### src/verilog/card_host_pkg.sv
// Constants shared by the flash card host controller.
// Notes on behaviour
// RULE_01 - CE1 low enables the even byte lane, CE2 low the odd lane.
// RULE_02 - An 8-bit access reaches every byte on the low lane using A0.
// RULE_03 - Word accesses ignore A0 and move a whole 16-bit word.
// RULE_04 - Address pins A0 to A25 give up to 64MB directly.
// RULE_05 - Address bits above the card density's top bit are ignored.
// RULE_06 - Byte read: even byte on low lane when A0 low, odd when high.
// RULE_07 - Word access: odd byte on high lane, even byte on low lane.
// RULE_08 - REG low selects attribute memory, REG high common memory.
// RULE_09 - Attribute memory holds only even bytes; odd data is not valid.
// RULE_10 - Read data is obtained with OE low, WE high, card enabled.
// RULE_11 - Write data transfers with WE low, OE high, card enabled.
// RULE_12 - The card holds ready/busy low while an algorithm runs.
// RULE_13 - The host pulls ready/busy up and reads released high as ready.
// RULE_14 - Card detect pins are grounded; the host pulls up and watches them.
// RULE_15 - WP high means the card blocks all writes internally.
// RULE_16 - A card without the switch holds WP low, protection off.
// RULE_17 - A high level on the reset pin returns the card to defaults.
// RULE_18 - The card never inserts waits; its wait pin stays high.
// RULE_19 - Both battery detect outputs are held high at all times.
// RULE_20 - Both voltage sense outputs are open, meaning a 5V card.
// RULE_21 - With both enables high the card is in standby, bus floating.
// RULE_22 - Bit 7 at attribute address 4000h holds the card in soft reset.
// RULE_23 - Bit 2 at attribute address 4002h powers down all memories.
// RULE_24 - Status at 4100h echoes soft reset in bit 5, power-down in bit 3.
// RULE_25 - Status bit 0 reads 1 when the card is ready.
package card_host_pkg;
   localparam int          ADDR_W          = 26;
   localparam logic [25:0] COR_ADDR        = 26'h0004000;
   localparam logic [25:0] CSR_ADDR        = 26'h0004002;
   localparam logic [25:0] STAT_ADDR       = 26'h0004100;
   localparam int          SOFT_RESET_POS  = 7;
   localparam int          SLEEP_POS       = 2;
   localparam int          ECHO_RESET_POS  = 5;
   localparam int          ECHO_SLEEP_POS  = 3;
   localparam int          READY_POS       = 0;
   localparam int          CLK_NS          = 100;
   localparam int          SETUP_NS        = 100;
   localparam int          STROBE_NS       = 150;
   localparam int          RECOVER_NS      = 20;
   localparam logic [3:0]  SETUP_CYC       = 4'((SETUP_NS + CLK_NS - 1) / CLK_NS);
   localparam logic [3:0]  STROBE_CYC      = 4'((STROBE_NS + CLK_NS - 1) / CLK_NS);
   localparam logic [3:0]  RECOVER_CYC     = 4'((RECOVER_NS + CLK_NS - 1) / CLK_NS);
   typedef enum logic [1:0] {ST_IDLE, ST_SETUP, ST_STROBE, ST_RECOVER} phase_t;
   typedef enum logic [1:0] {SZ_BYTE, SZ_WORD, SZ_ODD} size_t;
endpackage

### src/verilog/card_host.sv
// Host-side controller that runs byte and word cycles on a flash card socket.
`timescale 1ns/1ps
module card_host
   import card_host_pkg::*;
#(
   parameter int TOP_BIT = 25
) (
   input  wire logic              i_clock,
   input  wire logic              i_nrst,
   input  wire logic              i_req,
   input  wire logic              i_write,
   input  wire logic              i_attr,
   input  wire logic [1:0]        i_size,
   input  wire logic [ADDR_W-1:0] i_addr,
   input  wire logic [15:0]       i_wdata,
   output logic                   o_ready,
   output logic                   o_done,
   output logic [15:0]            o_rdata,
   output logic                   o_blocked,
   output logic                   o_card_present,
   output logic                   o_card_ready,
   output logic                   o_protected,
   input  wire logic              i_card_reset,
   output logic                   o_ce1_n,
   output logic                   o_ce2_n,
   output logic                   o_oe_n,
   output logic                   o_we_n,
   output logic                   o_reg_n,
   output logic                   o_rst,
   output logic [ADDR_W-1:0]      o_a,
   input  wire logic [15:0]       i_d,
   output logic [15:0]            o_d,
   output logic                   o_d_lo_oe_n,
   output logic                   o_d_hi_oe_n,
   input  wire logic              i_ready_busy_n,
   input  wire logic              i_wp,
   input  wire logic              i_cd1_n,
   input  wire logic              i_cd2_n
);
   // Whole controller state, registered as one word.
   typedef struct packed {
      phase_t              phase;
      logic [3:0]          cnt;
      logic                wr;
      logic                attr;
      size_t               size;
      logic [ADDR_W-1:0]   a;
      logic [15:0]         wd;
      logic [15:0]         rd;
      logic                done;
      logic                blocked;
      logic [4:0]          s1;
      logic [4:0]          s2;
   } state_t;

   state_t st_ff;
   state_t nxt_st;
   logic   rb_s;
   logic   wp_s;
   logic   present_s;

   // Synchronised pin levels: ready_busy_n, wp, cd1_n, cd2_n, spare top bit tied low.
   assign rb_s      = st_ff.s2[0];
   assign wp_s      = st_ff.s2[1];
   assign present_s = ~st_ff.s2[2] & ~st_ff.s2[3];  // [RULE_14]

   // Clears address bits above the card's top bit.
   function automatic logic [ADDR_W-1:0] trim(input logic [ADDR_W-1:0] a);
      logic [ADDR_W-1:0] m;
      m = '0;
      for (int i = 0; i <= TOP_BIT; i++) begin
         m[i] = 1'b1;
      end
      return a & m;  // [RULE_04] [RULE_05]
   endfunction

   // Next state of the cycle sequencer and the pin synchronisers.
   always_comb begin
      nxt_st      = st_ff;
      nxt_st.done = 1'b0;
      nxt_st.s1   = {1'b0, i_cd2_n, i_cd1_n, i_wp, i_ready_busy_n};
      nxt_st.s2   = st_ff.s1;
      case (st_ff.phase)
         ST_IDLE: begin
            if (i_req) begin
               nxt_st.wr      = i_write;
               nxt_st.attr    = i_attr;  // [RULE_22] [RULE_23]
               nxt_st.size    = size_t'(i_size);
               nxt_st.a       = trim(i_addr);
               nxt_st.wd      = i_wdata;
               nxt_st.cnt     = SETUP_CYC;
               nxt_st.blocked = i_write & wp_s;  // [RULE_15]
               nxt_st.phase   = ST_SETUP;
               if (size_t'(i_size) == SZ_BYTE && i_addr[0]) begin
                  nxt_st.wd = {8'h00, i_wdata[15:8]};  // [RULE_02]
               end
            end
         end
         ST_SETUP: begin
            nxt_st.cnt = st_ff.cnt - 4'h1;
            if (st_ff.cnt == 4'h1) begin
               nxt_st.cnt   = STROBE_CYC;
               nxt_st.phase = ST_STROBE;
            end
         end
         ST_STROBE: begin
            nxt_st.cnt = st_ff.cnt - 4'h1;
            if (st_ff.cnt == 4'h1) begin
               nxt_st.cnt   = RECOVER_CYC;
               nxt_st.phase = ST_RECOVER;
               if (!st_ff.wr) begin
                  // Read data lands on lanes by access size.
                  case (st_ff.size)
                     SZ_WORD: nxt_st.rd = st_ff.attr ? {8'h00, i_d[7:0]} : i_d;  // [RULE_07] [RULE_09]
                     SZ_ODD:  nxt_st.rd = st_ff.attr ? 16'h0000 : {i_d[15:8], 8'h00};
                     default: nxt_st.rd = (st_ff.attr & st_ff.a[0]) ? 16'h0000
                                                                    : {8'h00, i_d[7:0]};  // [RULE_06]
                  endcase
               end
            end
         end
         default: begin
            nxt_st.cnt = st_ff.cnt - 4'h1;
            if (st_ff.cnt == 4'h1) begin
               nxt_st.phase = ST_IDLE;
               nxt_st.done  = 1'b1;
            end
         end
      endcase
   end

   // Registers the whole state.
   always_ff @(posedge i_clock or negedge i_nrst) begin
      if (!i_nrst) begin
         st_ff <= '0;
      end else begin
         st_ff <= nxt_st;
      end
   end

   // Phase flags that the pin decode below is built from.
   logic active;
   logic strobe;
   assign active = st_ff.phase != ST_IDLE;
   assign strobe = st_ff.phase == ST_STROBE;

   // Card enables: even lane on CE1, odd lane on CE2, A0 steers byte mode.
   assign o_ce1_n = ~(active & st_ff.size != SZ_ODD);       // [RULE_01] [RULE_02]
   assign o_ce2_n = ~(active & st_ff.size != SZ_BYTE);      // [RULE_01] [RULE_21]
   assign o_a     = (st_ff.size == SZ_BYTE) ? st_ff.a : {st_ff.a[ADDR_W-1:1], 1'b0};  // [RULE_03]
   assign o_reg_n = ~(active & st_ff.attr);                  // [RULE_08]
   assign o_oe_n  = ~(strobe & ~st_ff.wr);                   // [RULE_10]
   assign o_we_n  = ~(strobe & st_ff.wr & ~st_ff.blocked);   // [RULE_11]
   assign o_rst   = i_card_reset;                            // [RULE_17]
   assign o_d     = st_ff.wd;
   assign o_d_lo_oe_n = ~(active & st_ff.wr & st_ff.size != SZ_ODD);
   assign o_d_hi_oe_n = ~(active & st_ff.wr & st_ff.size != SZ_BYTE & ~st_ff.attr);  // [RULE_09]
   assign o_ready        = ~active;
   assign o_done         = st_ff.done;
   assign o_rdata        = st_ff.rd;
   assign o_blocked      = st_ff.blocked;
   assign o_card_present = present_s;
   assign o_card_ready   = rb_s;  // [RULE_13] [RULE_12]
   assign o_protected    = wp_s;  // [RULE_16]

   // Socket protocol checks on what the controller drives.
   chk_read_no_drive: assert property (@(posedge i_clock) disable iff (!i_nrst)  // [RULE_10]
      !o_oe_n |-> (o_d_lo_oe_n && o_d_hi_oe_n)) else $error("Host drives bus during read.");
   chk_oe_we_excl: assert property (@(posedge i_clock) disable iff (!i_nrst)  // [RULE_11]
      !(!o_oe_n && !o_we_n)) else $error("OE and WE both low.");
   chk_idle_standby: assert property (@(posedge i_clock) disable iff (!i_nrst)  // [RULE_21]
      o_ready |-> (o_ce1_n && o_ce2_n && o_oe_n && o_we_n)) else $error("Idle not standby.");
   chk_word_a0: assert property (@(posedge i_clock) disable iff (!i_nrst)  // [RULE_03]
      (!o_ce1_n && !o_ce2_n) |-> !o_a[0]) else $error("A0 set on word access.");
   chk_protect_block: assert property (@(posedge i_clock) disable iff (!i_nrst)  // [RULE_15]
      o_blocked |-> o_we_n) else $error("Write strobe on protected card.");
   chk_strobe_len: assert property (@(posedge i_clock) disable iff (!i_nrst)  // [RULE_10]
      $fell(o_oe_n) |-> !o_oe_n[*2] ##1 o_oe_n) else $error("Read strobe length wrong.");
   chk_attr_hi_lane: assert property (@(posedge i_clock) disable iff (!i_nrst)  // [RULE_09]
      !o_reg_n |-> o_d_hi_oe_n) else $error("Odd lane driven in attribute space.");
   chk_done_spacing: assert property (@(posedge i_clock) disable iff (!i_nrst)  // [RULE_11]
      (i_req && o_ready) |=> ##4 o_done) else $error("Cycle length wrong.");

   // The card never sees an address bit above the density's top bit.
   chk_addr_trim: assert property (@(posedge i_clock) disable iff (!i_nrst)  // [RULE_05]
      (!o_ce1_n || !o_ce2_n) |-> ((o_a >> (TOP_BIT + 1)) == '0))
      else $error("Address bit above top bit.");
   // A byte access leaves the odd lane to the card.
   chk_byte_hi_idle: assert property (@(posedge i_clock) disable iff (!i_nrst)  // [RULE_02]
      (!o_ce1_n && o_ce2_n) |-> o_d_hi_oe_n)
      else $error("Odd lane driven on byte access.");
   // An odd-only access leaves the even lane alone.
   chk_odd_lo_idle: assert property (@(posedge i_clock) disable iff (!i_nrst)  // [RULE_07]
      (o_ce1_n && !o_ce2_n) |-> o_d_lo_oe_n)
      else $error("Even lane driven on odd access.");

   // Write data stands on the even lane while its strobe is low.
   chk_write_lane_drive: assert property (@(posedge i_clock) disable iff (!i_nrst)  // [RULE_11]
      (!o_we_n && !o_ce1_n) |-> !o_d_lo_oe_n)
      else $error("Even lane undriven during write.");
   // No strobe is given without a card enable.
   chk_strobe_enabled: assert property (@(posedge i_clock) disable iff (!i_nrst)  // [RULE_10]
      (!o_oe_n || !o_we_n) |-> (!o_ce1_n || !o_ce2_n))
      else $error("Strobe without card enable.");
   // The cycle has ended with the card in standby when done pulses.
   chk_done_standby: assert property (@(posedge i_clock) disable iff (!i_nrst)  // [RULE_21]
      o_done |-> (o_ready && o_ce1_n && o_ce2_n))
      else $error("Done while card still enabled.");

   // The write strobe lasts exactly two clocks.
   chk_write_len: assert property (@(posedge i_clock) disable iff (!i_nrst)  // [RULE_11]
      $fell(o_we_n) |-> !o_we_n[*2] ##1 o_we_n)
      else $error("Write strobe length wrong.");
   // Address and plane hold still under the read strobe.
   chk_read_addr_hold: assert property (@(posedge i_clock) disable iff (!i_nrst)  // [RULE_10]
      $fell(o_oe_n) |=> ($stable(o_a) && $stable(o_reg_n)))
      else $error("Address moved during read.");
   // Address and data hold still under the write strobe.
   chk_write_data_hold: assert property (@(posedge i_clock) disable iff (!i_nrst)  // [RULE_11]
      $fell(o_we_n) |=> ($stable(o_d) && $stable(o_a)))
      else $error("Data moved during write.");

   // A card enable is set up one clock before the write strobe falls.
   chk_write_setup: assert property (@(posedge i_clock) disable iff (!i_nrst)  // [RULE_11]
      $fell(o_we_n) |-> (!$past(o_ce1_n) || !$past(o_ce2_n)))
      else $error("Write strobe without enable setup.");
   // A write taken while protected is marked blocked.
   chk_protect_capture: assert property (@(posedge i_clock) disable iff (!i_nrst)  // [RULE_15]
      (i_req && o_ready && i_write && o_protected) |=> o_blocked)
      else $error("Protected write not blocked.");
   // An idle socket selects common memory.
   chk_idle_common: assert property (@(posedge i_clock) disable iff (!i_nrst)  // [RULE_08]
      o_ready |-> o_reg_n)
      else $error("Attribute select while idle.");
endmodule

### config.mk
export PLATFORM = sky130hd
export DESIGN_NAME = card_host
export DESIGN_NICKNAME = d
export VERILOG_FILES = /design/src/verilog/card_host_pkg.sv /design/src/verilog/card_host.sv
export SDC_FILE = /design/constraint.sdc
export NUM_CORES = 1
export LEC_CHECK = 0
export BUFFER_PORTS_ARGS = -buffer_cell sky130_fd_sc_hd__buf_2
export CORE_MARGIN = 3
export CORE_UTILIZATION = 30
export DETAILED_ROUTE_END_ITERATION = 12
export PLACE_DENSITY = 0.54
export SLEW_MARGIN = 10
export SYNTH_ARGS = -nofsm -noshare
export SYNTH_HDL_FRONTEND = slang
export SYNTH_SLANG_ARGS = --single-unit
### constraint.sdc
create_clock -name i_clock -period 2.45 [get_ports i_clock]
set_input_delay 0.3675 -clock i_clock [delete_from_list [all_inputs] [get_ports i_clock]]
set_output_delay 0.3675 -clock i_clock [all_outputs]
set_load 0.05 [all_outputs]
==> results of run 1 <==
-- metal layers --
| metal | up-vias | GRT usage [%] | part of all wire, % |
|---|---|---|---|
| met3 | 10 | 4.39 | 7.5 |
| li1 | 1130 | - | - |
| met5 | - | 0 | 0 |
| met4 | 0 | 3.48 | 1.1 |
| met1 | 1132 | 13.8 | 45 |
| met2 | 90 | 17.8 | 47 |
-- area by class of cell --
cell class                      instances  area (sq um)  share of cell area (%)
Multi-Input combinational cell        133          1090                    24.8
Timing Repair Buffer                  142           733                    16.8
Clock buffer                           11           253                    5.78
Clock inverter                          5           105                    2.40
Tap cell                              143           179                    4.09
Sequential cell                        78          1950                    44.6
Inverter                               17          63.8                    1.46
-- placed cells by master (no fill, tap or decap), types with 3 or more instances in the layout --
| master | n |
|---|---|
| buf_2 | 138 |
| dfrtp_1 | 78 |
| mux2_2 | 28 |
| o21ai_0 | 18 |
| inv_1 | 17 |
| a22o_1 | 16 |
| nand2_1 | 12 |
| o31ai_1 | 9 |
| clkbuf_16 | 9 |
| mux2i_1 | 8 |
| ha_1 | 5 |
| nor2_1 | 4 |
| a21oi_1 | 4 |
| nor3_1 | 3 |
| bufinv_16 | 3 |
| buf_4 | 3 |
-- flip-flops by register name, summed over array words and instances (netlist names) --
signal and count:
st_ff 38, o_d 16, o_rdata 16, nxt_st 4
o_blocked 1, o_card_ready 1, o_done 1, o_protected 1
-- worst max-delay path: stages (launching register included) --
cell and delay (ns):
dfrtp_1 0.50, inv_1 0.15, or4b_2 0.67, buf_2 0.23
-- final timing paths --
kind,from,end,depth (start not counted)
setup / recovery,st_ff[79]$_DFFE_PN0P_,o_we_n,3
hold / removal,i_wp,nxt_st[1]$_DFF_PN0_,1
setup reg to reg,st_ff[78]$_DFFE_PN0P_,o_rdata[10]$_DFFE_PN0P_,3
hold reg to reg,nxt_st[3]$_DFF_PN0_,st_ff[3]$_DFF_PN0_,0
max in group asynchronous,i_nrst,nxt_st[0]$_DFF_PN0_,1
min in group asynchronous,i_nrst,o_d[1]$_DFFE_PN0P_,1
-- cells by family after synthesis --
family                   Yosys count  synth area share, %
AO/OA/AOI/OAI                     53                 10.6
XOR/XNOR                           2                0.484
adder cells (fa/ha/maj)            5                 1.73
buffers and inverters             89                 16.3
flip-flops                        78                 53.9
multiplexers                      38                 11.5
AND/OR/NAND/NOR                   35                 5.49
-- report_power, final --
part	switching, mW	leakage (nW)	internal (mW)	total [mW]
clock	0.497	0.168	1.05	1.55
sequential	0.327	0.935	1.83	2.16
combinational	2.53	1.07	0.915	3.44
total	3.35	2.17	3.80	7.15
-- metrics by stage --
| step | instances | hold WS [ns] | setup slack (ns) | cell area [sq um] | total power [mW] |
|---|---|---|---|---|---|
| 2_1_floorplan | 300 | 0.0719 | 0.348 | 3620 | 5.47 |
| 3_3_place_gp | 513 | 0.334 | 0.494 | 4010 | 5.63 |
| 3_5_place_dp | 513 | 0.339 | 0.451 | 4010 | 5.67 |
| 4_1_cts | 529 | 0.123 | 0.181 | 4370 | 7.26 |
| 5_1_grt | 529 | 0.132 | 0.104 | 4370 | 7.54 |
| 6_report | 529 | 0.144 | 0.200 | 4370 | 7.15 |
==> reports/metrics.yaml, run 1 <==
run_status:
  status: "completed"
clocking:
  postCtsSetupBuffers: 0
  root_buffer: "clkbuf_16"
  cts_max_level: 3
  insertion_delay_ns: 0.32
  clock_sinks: 78
  cts_buffers: 9
  clockBufferDepth: 2
  cts_resized: 0
  cts_tree: "yes"
  hold_buffers: 0
  clkSlewWorstSetupHoldPaths_ns: 0.06
setup_path:
  crit_arrival_ns: 1.88
  cp-end-kind: "output pin"
  path_max_fanout: 11
  cp.required_ns: 2.08
  worstSetupPathType: "reg -> out"
  r2r_setup_slack_ns: 0.45
  start_kind: "register"
yosys:
  synth_top_area_share_pct: 53.9
  avgSynthCellArea_sq_um: 12.1
  syn_inst: 300
  synth_warnings: 0
  synth-seq-cells: 78
  ys_seq_area_share_pct: 53.9
  synth_commonest_cells: "dfrtp_1 (78), buf_4 (59), mux2_2 (28), o21ai_0 (18), inv_1 (17)"
  synth_largest_area_cell: "dfrtp_1"
  synth-async-reset-ratio_pct: 100
  netlist_area_sq_um: 3620
  ys.flop_type: "dfrtp_1"
  synth_edf_count: 0
  netlist_top_cells_area: "dfrtp_1 (54%), buf_4 (12%), mux2_2 (8.7%)"
  synth_most_common_cell: "dfrtp_1"
  synth_nets: 375
  yosysUniqueCellTypes: 41
final_layout:
  n_fill_cell: 1171
  final_core_util_pct: 37.6
  layout.nets: 456
  syn_to_final_growth_pct: 20.7
  drive_above_1_share_pct: 50.0
  antenna_cells: 0
sta:
  min_period_over_period_pct: 91.8
  slew_violations: 0
  max_slew.worst_pin.slew_ns: 0.991
  worst_clock_skew_ns: 0.00461
  slew_headroom_pct: 34.0
  hold_viol_final: 0
  timing.final.crit_period_ns: 2.25
  max_freq_mhz: 444
  rsz0062_at_grt: "no"
  fin_setup_tns_ns: 0
  setup_viol: 0
routing:
  firstDrtPassIters: 4
  vias_per_cell: 4.47
  ant_nets: 0
  dr.first_iter.drc_count: 64
  drcViolationCount: 0
  wl_per_cell_microns: 14.3
  vias: 2362
  wl_microns: 7570
grt:
  grt_start_max_net_pins: 79
  track_usage_pct: 11.1
  antenna_found_initial: 0
  overflow: 0
  grt_pass1_wl_microns: 11600
  grt_pass1_vias: 2451
placement:
  port_buffers: 139
  routabilityCongestion: 0.711
  dpl.hpwl_microns: 5610
job:
  cap_violations: 0
floorplanning:
  die_w_microns: 116
  rows: 39
  pin_count: 142
  die_area_sq_um: 13400
  initial_utilization_pct: 31.2
  die_h_microns: 116
  coreArea_sq_um: 11600
power_and_ir_drop:
  power.leakage_nw: 2.17
  ir_worst_vdd_uv: 1020
  pwr_density_cell_nw_per_um2: 1640
worst_hold_path:
  worstHoldPathType: "in -> reg"
(Power assumes the default switching activity.)
==> run 2: changes to the inputs <==
--- a/config.mk
+++ b/config.mk
@@ -5,11 +5,12 @@
 export SDC_FILE = /design/constraint.sdc
 export NUM_CORES = 1
 export LEC_CHECK = 0
+export ABC_AREA = 1
 export BUFFER_PORTS_ARGS = -buffer_cell sky130_fd_sc_hd__buf_2
 export CORE_MARGIN = 3
 export CORE_UTILIZATION = 30
 export DETAILED_ROUTE_END_ITERATION = 12
-export PLACE_DENSITY = 0.54
+export PLACE_DENSITY = 0.53
 export SLEW_MARGIN = 10
 export SYNTH_ARGS = -nofsm -noshare
 export SYNTH_HDL_FRONTEND = slang
==> reports/metrics.yaml, run 2 <==
clocking:
  hold_buffers: 0
  clock_sinks: 78
  insertion_delay_ns: 0.34
  cts_max_level: 3
  clkSlewWorstSetupHoldPaths_ns: 0.06
  postCtsSetupBuffers: 0
  clockBufferDepth: 2
  cts_buffers: 9
  cts_resized: 0
  cts_tree: "yes"
  root_buffer: "clkbuf_16"
sta:
  holdWs_ns: -0.0138
  setup_viol: 0
  rsz0062_at_grt: "no"
  fin_setup_tns_ns: 0
  timing.final.crit_period_ns: 1.81
  max_slew.worst_pin.slew_ns: 0.754
  slew_headroom_pct: 49.6
  hold_viol_final: 4
  min_period_over_period_pct: 73.7
  slew_violations: 0
  worst_slack_ns: 0.645
  worst_clock_skew_ns: 0.00959
  max_freq_mhz: 554
setup_path:
  r2r_start: "st_ff[70]$_DFFE_PN0P_"
  crit_chain: "inv_1, ha_1, inv_1, nand4_1, buf_2"
  worstSetupPathType: "reg -> out"
  crit_arrival_ns: 1.44
  path_common_cell: "inv_1"
  rr_endpoint: "o_rdata[13]$_DFFE_PN0P_"
  crit_start: "st_ff[70]$_DFFE_PN0P_"
  reg2reg_depth: 8
  path_max_fanout: 3
  cp.required_ns: 2.08
  crit_family: "buffers and inverters"
  critPathMaxStageDelay_ns: 0.38
  crit_path_top_delay_cell: "dfrtp_1"
  path_buf_inv: 3
  endpoint: "o_d_hi_oe_n"
  cp-end-kind: "output pin"
  r2r_setup_slack_ns: 0.71
  start_kind: "register"
  cp_num_cells: 5
final_layout:
  layout_common_cells: "nand2_1 (207), buf_2 (138), dfrtp_1 (78)"
  regMostFlops: "st_ff"
  syn_to_final_growth_pct: 19.2
  final_common_cell: "nand2_1"
  layout.nets: 633
  drive_above_1_share_pct: 29.8
  largest_reg_flops: 38
  antenna_cells: 0
routing:
  vias: 3080
  wl_microns: 8940
  wl_per_cell_microns: 12.2
  drcViolationCount: 0
  vias_per_cell: 4.21
  ant_nets: 0
  firstDrtPassIters: 4
  dr.first_iter.drc_count: 160
grt:
  antenna_found_initial: 0
  grt_pass1_wl_microns: 15100
  overflow: 0
  grt_start_max_net_pins: 45
  track_usage_pct: 13.2
  grt_pass1_vias: 3119
  grtUsageMet1_pct: 16.9
  grtUsageMet3_pct: 4.99
  grtUsageMet2_pct: 19.9
  busiest_layer: "met2"
placement:
  port_buffers: 139
  pre_cts_ws_ns: 0.676
  routabilityCongestion: 0.780
  dpl.hpwl_microns: 6560
power_and_ir_drop:
  combPwrFrac_pct: 52.2
  power_frac_clock_pct: 19.0
  power.leakage_nw: 2.66
  switching_power_mw: 3.94
  ir_worst_vdd_uv: 654
  pwr_density_cell_nw_per_um2: 1650
  swShare_pct: 52.0
  internal_power_mw: 3.64
  p_seq_share_pct: 28.7
yosys:
  synth_most_common_cell: "nand2_1"
  synth_warnings: 0
  synth-seq-cells: 78
  avgSynthCellArea_sq_um: 8.05
  syn_inst: 479
  synth_nets: 554
  yosysUniqueCellTypes: 20
  ys_seq_area_share_pct: 50.6
  ys.flop_type: "dfrtp_1"
  netlist_top_cells_area: "dfrtp_1 (51%), nand2_1 (20%), buf_4 (12%)"
  synth_top_area_share_pct: 50.6
  synth_commonest_cells: "nand2_1 (207), dfrtp_1 (78), buf_4 (61), inv_1 (31), nand3_1 (30)"
  synth_edf_count: 0
  synth_largest_area_cell: "dfrtp_1"
  synth-async-reset-ratio_pct: 100
  netlist_area_sq_um: 3860
run_status:
  status: "complete, but fails checks"
  violations: "negative hold slack"
job:
  cap_violations: 0
floorplanning:
  die_area_sq_um: 14300
  initial_utilization_pct: 31.4
  die_w_microns: 119
  rows: 40
  coreArea_sq_um: 12300
  die_h_microns: 119
  pin_count: 142
worst_hold_path:
  worstHoldPathType: "in -> async"
## run 2: cell count changes in the layout (fill, tap and decap cells not counted), sizes merged, moves of 3 or more
| cell | delta |
|---|---|
| clkinv | +3 |
| inv | +18 |
| mux2i | -8 |
| nor2 | +24 |
| nand2 | +198 |
| nor3 | -3 |
| mux2 | -30 |
| a22o | -16 |
| or3b | -3 |
| o31ai | -9 |
| o21ai | -3 |
| nand3 | +30 |
## run 2: per-stage QoR
stage                     instances  utilization (%)  total power [mW]  area [sq um]  hold WS (ns)
after floorplan                 479                -              5.91          3860        0.0719
after global placement          715             34.8              6.17          4270         0.333
after detailed placement        715             34.8              6.22          4270         0.335
after CTS                       731             37.5              7.70          4600       0.00306
after global routing            731             37.5              8.13          4600        0.0213
final                           731             37.5              7.59          4600       -0.0138
## run 2: final cells by class
| class | instances | area, sq um |
|---|---|---|
| inverters | 35 | 131 |
| repair buffers | 141 | 726 |
| flip-flops and latches | 78 | 1950 |
| well taps | 168 | 210 |
| fillers | 1272 | 7660 |
| multi-input cells | 293 | 1250 |
| clock inverters | 5 | 82.6 |
| clock buffers | 11 | 243 |
## run 2: logic make-up (layout without fill, tap and decap cells)
logic type / after synthesis / count (layout) / synth area share, %
AOI/OAI and AO/OA: 17 / 17 / 2.21
DFF: 78 / 78 / 50.6
buffers and inverters: 108 / 192 / 16.9
adders and majority gates: 5 / 5 / 1.62
and+or+nand+nor: 271 / 271 / 28.7
## run 2: metal layers
| layer | vias to the layer above | routed length, microns |
|---|---|---|
| met5 | - | 0 |
| li1 | 1554 | - |
| met1 | 1397 | 4090 |
| met3 | 10 | 807 |
| met2 | 119 | 3890 |
| met4 | 0 | 148 |
## run 2: power groups by stage
stage	logic, mW	clock network [mW]	registers [mW]
floorplan	3.76	0	2.15
global placement	3.98	0	2.19
detailed placement	4.02	0	2.20
CTS	4.02	1.49	2.19
global route	4.31	1.55	2.27
finish	3.96	1.44	2.18
## run 2: worst min path at each step
stage	depth (start not counted)	from	to
6_report	1	i_nrst	o_rdata[6]$_DFFE_PN0P_
4_1_cts	1	i_nrst	o_rdata[1]$_DFFE_PN0P_
2_1_floorplan	0	i_nrst	nxt_st[0]$_DFF_PN0_
5_1_grt	1	i_nrst	o_rdata[6]$_DFFE_PN0P_
3_5_place_dp	0	nxt_st[0]$_DFF_PN0_	o_card_ready$_DFF_PN0_
3_3_place_gp	0	nxt_st[0]$_DFF_PN0_	o_card_ready$_DFF_PN0_
## run 2: worst register-to-register path, cell delays in order (launching register included)
cell and delay [ns]:
dfrtp_1 0.35, inv_1 0.08, ha_1 0.42, inv_2 0.19, nor2_1 0.05, o21ai_1 0.32, nor2_1 0.10, nand2_1 0.08
nand2_1 0.04
